### src/hw/tsr_map.svh
`ifndef TSR_MAP_SVH
`define TSR_MAP_SVH

// register addresses of the readback window
`define TSR_ADDR_CHAN_SEL 8'h63
`define TSR_ADDR_USE_HI 8'h64
`define TSR_ADDR_USE_LO 8'h65
`define TSR_ADDR_AVG_HI 8'h66
`define TSR_ADDR_AVG_LO 8'h67
`define TSR_ADDR_DIF_HI 8'h68
`define TSR_ADDR_DIF_LO 8'h69
`define TSR_ADDR_DAC_HI 8'h6a
`define TSR_ADDR_DAC_LO 8'h6b

// selector field
`define TSR_SEL_MSB 3
`define TSR_SEL_RESET 4'h0
`define TSR_SEL_LAST_BUTTON 4'h7
`define TSR_SEL_PROX 4'h8
`define TSR_NUM_CHAN 9

`endif

### src/hw/tsr_pkg.sv
package tsr_pkg;
   typedef logic [15:0] tsr_word_t;
   typedef logic [3:0] tsr_sel_t;
   typedef logic [7:0] tsr_byte_t;
endpackage

### src/hw/tsr_readback.sv
`timescale 1ns/1ps
`include "tsr_map.svh"

module tsr_readback
   import tsr_pkg::*;
(
   input wire logic clk_sys_i,
   input wire logic reset_i,
   input wire logic clk_en_i,
   // byte access port from the serial slave
   input wire logic addr_load_i,
   input wire logic [7:0] addr_i,
   input wire logic wr_i,
   input wire logic [7:0] wdata_i,
   input wire logic rd_i,
   output logic [7:0] rdata_o,
   // channel data from the sensing engine, channel c at [16c+:16]
   input wire logic [143:0] useful_value_i,
   input wire logic [143:0] averaged_value_i,
   input wire logic [143:0] difference_value_i,
   input wire logic [143:0] offset_dac_code_i,
   // manual dac override toward the engine
   output logic dac_load_o,
   output logic [3:0] dac_chan_o,
   output logic [15:0] dac_code_o
);

   ////////////////////////////////////////////////////////////////////////
   // pointer advance; runs past the map and wraps from 8'hff to 8'h00
   function automatic tsr_byte_t bump(input tsr_byte_t a);
      tsr_byte_t r;
      r = a + 8'h01;
      return r;
   endfunction

   // channel slice of a packed bus; codes above proximity read zero
   function automatic tsr_word_t pick(input logic [143:0] v,
                                      input tsr_sel_t s);
      tsr_word_t r;
      r = 16'h0000;
      if (s <= `TSR_SEL_PROX) begin
         r = v[16 * s +: 16];
      end
      return r;
   endfunction

   function automatic tsr_byte_t half(input tsr_word_t w,
                                      input logic low);
      tsr_byte_t r;
      r = w[15:8];
      if (low) begin
         r = w[7:0];
      end
      return r;
   endfunction

   function automatic logic hits(input tsr_byte_t a,
                                 input tsr_byte_t target);
      logic r;
      r = (a == target);
      return r;
   endfunction

   function automatic logic in_pair(input tsr_byte_t a,
                                    input tsr_byte_t hi_addr,
                                    input tsr_byte_t lo_addr);
      logic r;
      r = hits(a, hi_addr) || hits(a, lo_addr);
      return r;
   endfunction

   ////////////////////////////////////////////////////////////////////////
   // state
   tsr_byte_t addr_reg;
   tsr_byte_t addr_next;

   tsr_sel_t sel_reg;
   tsr_sel_t sel_next;

   tsr_byte_t dac_hi_reg;
   tsr_byte_t dac_hi_next;

   logic load_reg;
   logic load_next;
   tsr_sel_t lchan_reg;
   tsr_sel_t lchan_next;
   tsr_word_t code_reg;
   tsr_word_t code_next;

   tsr_byte_t rdata_reg;
   tsr_byte_t rdata_next;

   ////////////////////////////////////////////////////////////////////////
   // access qualification
   logic take_wr;
   logic take_rd;
   logic take_any;
   tsr_byte_t acc_addr;

   always_comb begin
      take_wr = clk_en_i & wr_i;
      // a colliding read is dropped so a write never goes missing
      take_rd = clk_en_i & rd_i & ~wr_i;
      take_any = take_wr | take_rd;
      if (addr_load_i) begin
         acc_addr = addr_i;
      end else begin
         acc_addr = addr_reg;
      end
   end

   ////////////////////////////////////////////////////////////////////////
   // address classes, shared by the read and write paths
   logic at_sel;
   logic at_use;
   logic at_avg;
   logic at_dif;
   logic at_dac;
   logic at_dac_hi;
   logic at_dac_lo;
   logic at_low_half;

   always_comb begin
      at_sel = hits(acc_addr, `TSR_ADDR_CHAN_SEL);
      at_use = in_pair(acc_addr, `TSR_ADDR_USE_HI, `TSR_ADDR_USE_LO);
      at_avg = in_pair(acc_addr, `TSR_ADDR_AVG_HI, `TSR_ADDR_AVG_LO);
      at_dif = in_pair(acc_addr, `TSR_ADDR_DIF_HI, `TSR_ADDR_DIF_LO);
      at_dac = in_pair(acc_addr, `TSR_ADDR_DAC_HI, `TSR_ADDR_DAC_LO);
      at_dac_hi = hits(acc_addr, `TSR_ADDR_DAC_HI);
      at_dac_lo = hits(acc_addr, `TSR_ADDR_DAC_LO);
      // every low byte sits at the odd address of its pair
      at_low_half = acc_addr[0];
   end

   ////////////////////////////////////////////////////////////////////////
   // live channel data, resampled on every read
   tsr_word_t use_w;
   tsr_word_t avg_w;
   tsr_word_t dif_w;
   tsr_word_t dac_w;

   always_comb begin
      use_w = pick(useful_value_i, sel_reg);
      avg_w = pick(averaged_value_i, sel_reg);
      dif_w = pick(difference_value_i, sel_reg);
      // engine value, not the last override
      dac_w = pick(offset_dac_code_i, sel_reg);
   end

   ////////////////////////////////////////////////////////////////////////
   // write strobes
   logic wr_sel;
   logic wr_dac_hi;
   logic wr_dac_lo;

   always_comb begin
      wr_sel = 1'b0;
      wr_dac_hi = 1'b0;
      wr_dac_lo = 1'b0;
      if (take_wr) begin
         // the useful, averaged and difference words ignore writes
         if (at_sel) begin
            wr_sel = 1'b1;
         end else if (at_dac_hi) begin
            wr_dac_hi = 1'b1;
         end else if (at_dac_lo) begin
            wr_dac_lo = 1'b1;
         end
      end
   end

   ////////////////////////////////////////////////////////////////////////
   // address pointer
   always_comb begin
      addr_next = addr_reg;
      if (addr_load_i) begin
         addr_next = addr_i;
      end
      if (take_any) begin
         addr_next = bump(acc_addr);
      end
   end

   always_ff @(posedge clk_sys_i) begin
      if (reset_i) begin
         addr_reg <= 8'h00;
      end else if (clk_en_i) begin
         addr_reg <= addr_next;
      end
   end

   ////////////////////////////////////////////////////////////////////////
   // channel selector; writable so software can steer the window
   always_comb begin
      sel_next = sel_reg;
      if (wr_sel) begin
         // upper nibble dropped here, so it always reads zero
         sel_next = wdata_i[`TSR_SEL_MSB:0];
      end
   end

   always_ff @(posedge clk_sys_i) begin
      if (reset_i) begin
         sel_reg <= `TSR_SEL_RESET;
      end else if (clk_en_i) begin
         sel_reg <= sel_next;
      end
   end

   ////////////////////////////////////////////////////////////////////////
   // held high byte of the dac code
   always_comb begin
      dac_hi_next = dac_hi_reg;
      if (wr_dac_hi) begin
         dac_hi_next = wdata_i;
      end
   end

   always_ff @(posedge clk_sys_i) begin
      if (reset_i) begin
         dac_hi_reg <= 8'h00;
      end else if (clk_en_i) begin
         dac_hi_reg <= dac_hi_next;
      end
   end

   ////////////////////////////////////////////////////////////////////////
   // override commit toward the engine
   always_comb begin
      load_next = 1'b0;
      lchan_next = lchan_reg;
      code_next = code_reg;
      // only the low byte commits, so a lone high byte stays pending
      if (wr_dac_lo) begin
         load_next = 1'b1;
         lchan_next = sel_reg;
         code_next = {dac_hi_reg, wdata_i};
      end
   end

   always_ff @(posedge clk_sys_i) begin
      if (reset_i) begin
         load_reg <= 1'b0;
         lchan_reg <= 4'h0;
         code_reg <= 16'h0000;
      end else if (clk_en_i) begin
         load_reg <= load_next;
         lchan_reg <= lchan_next;
         code_reg <= code_next;
      end
   end

   ////////////////////////////////////////////////////////////////////////
   // read data, held until the next read
   always_comb begin
      rdata_next = rdata_reg;
      if (take_rd) begin
         if (at_sel) begin
            rdata_next = {4'h0, sel_reg};
         end else if (at_use) begin
            rdata_next = half(use_w, at_low_half);
         end else if (at_avg) begin
            rdata_next = half(avg_w, at_low_half);
         end else if (at_dif) begin
            rdata_next = half(dif_w, at_low_half);
         end else if (at_dac) begin
            rdata_next = half(dac_w, at_low_half);
         end else begin
            rdata_next = 8'h00;
         end
      end
   end

   always_ff @(posedge clk_sys_i) begin
      if (reset_i) begin
         rdata_reg <= 8'h00;
      end else if (clk_en_i) begin
         rdata_reg <= rdata_next;
      end
   end

   ////////////////////////////////////////////////////////////////////////
   // outputs straight from the registers
   assign rdata_o = rdata_reg;
   assign dac_load_o = load_reg;
   assign dac_chan_o = lchan_reg;
   assign dac_code_o = code_reg;

endmodule

### config.mk
export PLATFORM = sky130hd
export DESIGN_NAME = tsr_readback
export DESIGN_NICKNAME = d
export VERILOG_FILES = /design/src/hw/tsr_pkg.sv /design/src/hw/tsr_readback.sv
export VERILOG_INCLUDE_DIRS = /design/src /design/src/hw
export SDC_FILE = /design/constraint.sdc
export NUM_CORES = 1
export LEC_CHECK = 0
export BUFFER_PORTS_ARGS = -buffer_cell sky130_fd_sc_hd__buf_2
export CAP_MARGIN = 20
export CELL_PAD_IN_SITES_DETAIL_PLACEMENT = 0
export CELL_PAD_IN_SITES_GLOBAL_PLACEMENT = 1
export CORE_AREA = 2 2 247 249
export DETAILED_ROUTE_END_ITERATION = 7
export DIE_AREA = 0 0 249 251
export PLACE_DENSITY_LB_ADDON = 0.1
export SLEW_MARGIN = 20
export SYNTH_ARGS = -nofsm -noshare
export SYNTH_HDL_FRONTEND = slang
export SYNTH_SLANG_ARGS = --single-unit
### constraint.sdc
create_clock -name clk_sys_i -period 4.6 [get_ports clk_sys_i]
set_input_delay 0.69 -clock clk_sys_i [delete_from_list [all_inputs] [get_ports clk_sys_i]]
set_output_delay 0.69 -clock clk_sys_i [all_outputs]
set_load 0.05 [all_outputs]
==> metrics.txt <==
Critical Path RT=4820 ps; final instance area=11300 um^2; Area contributors post-synth=mux4_2 37%, dfxtp_1 14%, mux2i_1 11%, a21oi_1 4.8%, o21ai_0 3.5%; Slew HR=39.1%; cell area after synthesis=7100 um^2; dpl hpwl=45.3 mm; Longest Clk Path Bufs=2; Hold Path Class=reg -> reg; Most used DFF post-synth=dfxtp_1; vias in the first global route=9753; largest area contributor in the netlist=mux4_2; max_cap viols=0; share of layout cells above drive strength 1=61.7%; initial antenna violation count=30; crit path DAT=3390 ps; synth unique cells=53; f_max=315 MHz; Post-CTS Setup Bufs=0; # setup viols final=0; antenna-violating nets left=0; WP buf/inv=2; status=finished, final reports clean; htree depth=2; Hold Path Depth=2; DRT Pass-1 Iters=4; Tot Pwr=1420 uW; crit-path max cell delay=700 ps; Post-synth EDFFs=0; wirelength, routed=52.7 mm; Synth Register Bits=49; Detailed Route Iter0 Violations=354; P_leak=0.00480 uW; Ports=627; worst slew pin tran=911 ps; CP max-delay cell=nor3_2; DRC=0; total CTS buffers=5; Congestion Overflow GR=0; Hold Path End=dac_load_o$_SDFFE_PP0P_; Worst-path clk slew=80 ps; synthesized area per cell=9.85 um^2; Power Density=126 nW/um^2; Max rail drop VDD=0.131 mV; Initial Util=11.9%; RePlAce Congestion=0.837; area grow syn2layout=59.1%; Layout Nets=1901; Worst Setup Slack, final=1430 ps; Vias/cell=4.23; worst hold margin=466 ps; pin count of the biggest net entering global routing=58; clock skew=8.52 ps; R2R cell count=7; Pins Over Slew Limit=0; I/O Buffers=626; startpoint types=input port; CTS Hold Buffers Added=0; CTS resizes=0; setup_tns=0 ps; core area=59800 um^2; Die Height=251 um; clock latency on the worst-skew pair=310 ps; clk root buf=clkbuf_16; via count=8862; Period Utilization, post-route=68.9%; CP endpoint kind=flip-flop; worst-path fanout max=34; Setup WS pre-CTS=1060 ps; die area=62500 um^2; sequential share of the synthesized area=13.8%; total track usage=16.4%; cell area after placement=11100 um^2; synth warn=0; crit-path cells=buf_2 > mux2_2 > inv_2 > ha_1 > nor2_1 > nor3_2 > nand3_1 > a311o_1 > o31ai_1; TritonCTS clock tree=done; Synth async-reset ratio=0%; WL/cell=25.2 um; Synthesized Nets=1322; worst r2r dst=rdata_o[5]$_SDFFE_PP0P_; worst hold start=dac_load_o$_SDFFE_PP0P_; Post-Syn Instances=720; RSZ-0062 raised after global routing=false; Num Clock Sinks=49; row cnt=90; max FFs per register=16; final hold viol count=0; area share of the largest cell type after synthesis=36.8%; RR Startpoint=sel_reg[0]$_SDFFE_PP0P_; first-pass GRT wire length=73.5 mm; Period minus WS final=3170 ps; Chip Width=249 um; Crit Path Class=in -> reg; r2r setup slk=1620 ps; kind of cell adding the most delay to the critical path=simple AND/OR/NAND/NOR gates
## power by group
part / switching (uW) / total (uW) / internal (uW)
Clock: 209 / 416 / 207
Combinational: 255 / 570 / 314
Sequential: 7.11 / 435 / 428
## layer usage
metal,global-route usage [%],vias to the layer above,part of all wire [%]
li1,-,4083,-
met1,18.5,4352,38
met2,30.7,333,53
met3,4.38,64,6.6
met4,3.24,30,1.4
met5,0,-,0.35
## synthesized netlist by cell type, types with 4 or more instances
master and count:
nand4_1 5, o22ai_1 8, a221o_1 5, mux4_2 116
nor3_1 8, ha_1 4, buf_4 7, buf_2 29
a22oi_1 12, mux2i_1 80, a21oi_1 68, clkbuf_1 31
nor3b_1 4, nand3_1 32, or3_1 7, nand2_1 36
buf_1 8, o32a_1 4, a32o_1 4, dfxtp_1 49
o21ai_0 50, a311o_1 4, nand2b_1 4, nor2b_1 7
a31oi_1 6, nor2_1 58, o31ai_1 9, inv_1 6
mux2_2 20
## layout make-up
cell class	instances	area, um^2
Clock buffer	5	125
Timing Repair Buffer	647	3340
Clock inverter	3	25.0
Antenna cell	12	30.0
Sequential cell	49	996
Multi-Input combinational cell	589	5770
Fill cell	6773	48500
Tap cell	782	978
Inverter	7	26.3
## worst register-to-register path: stages (launching register included)
cell and delay, ps:
dfxtp_4 880, buf_12 350, mux4_2 530, nor2b_1 140, a221o_1 260, o21ai_0 330, nand2_1 110, a32o_1 280
## worst max path at each step
| stage | startpoint | endpoint | cells past startpoint |
|---|---|---|---|
| floorplan | addr_load_i | rdata_o[3]$_SDFFE_PP0P_ | 11 |
| global placement | addr_load_i | dac_hi_reg[5]$_SDFFE_PP0P_ | 6 |
| detailed placement | addr_load_i | dac_hi_reg[4]$_SDFFE_PP0P_ | 6 |
| CTS | addr_load_i | rdata_o[0]$_SDFFE_PP0P_ | 9 |
| global route | addr_load_i | rdata_o[3]$_SDFFE_PP0P_ | 9 |
| finish | addr_load_i | rdata_o[3]$_SDFFE_PP0P_ | 9 |
## placed cells by master (no fill, tap or decap), types with 5 or more instances in the layout
master	Yosys	final
mux2_2	20	20
o21ai_0	50	50
mux4_2	116	116
o31ai_1	9	9
buf_2	29	626
a31oi_1	6	6
a221o_1	5	5
diode_2	0	12
buf_4	7	17
dfxtp_1	49	45
nand4_1	5	5
nor3_1	8	6
nor2_1	58	58
clkbuf_16	0	5
a22oi_1	12	12
nand3_1	32	32
nor2b_1	7	7
or3_1	7	7
o22ai_1	8	8
a21oi_1	68	68
inv_1	6	6
mux2i_1	80	80
nand2_1	36	36
## through the flow
step                      util, %  cells
final                        18.9   2094
after global routing         18.9   2089
after floorplan                 -    720
after CTS                    18.8   2082
after global placement       18.6   2074
after detailed placement     18.6   2074
## kinds of logic (layout without fill, tap and decap cells)
logic type | after synthesis | after routing | synth area share (%)
AOI/OAI and AO/OA | 189 | 189 | 16.5
xor gates and xnor gates | 5 | 5 | 0.617
adders and majority gates | 4 | 4 | 0.705
buffers and inverters | 82 | 662 | 5.22
DFF | 49 | 49 | 13.8
muxes | 216 | 216 | 51.3
other | 0 | 12 | 0
and+or+nand+nor | 175 | 175 | 11.9
No activity file was read; power rests on OpenSTA's default activity.
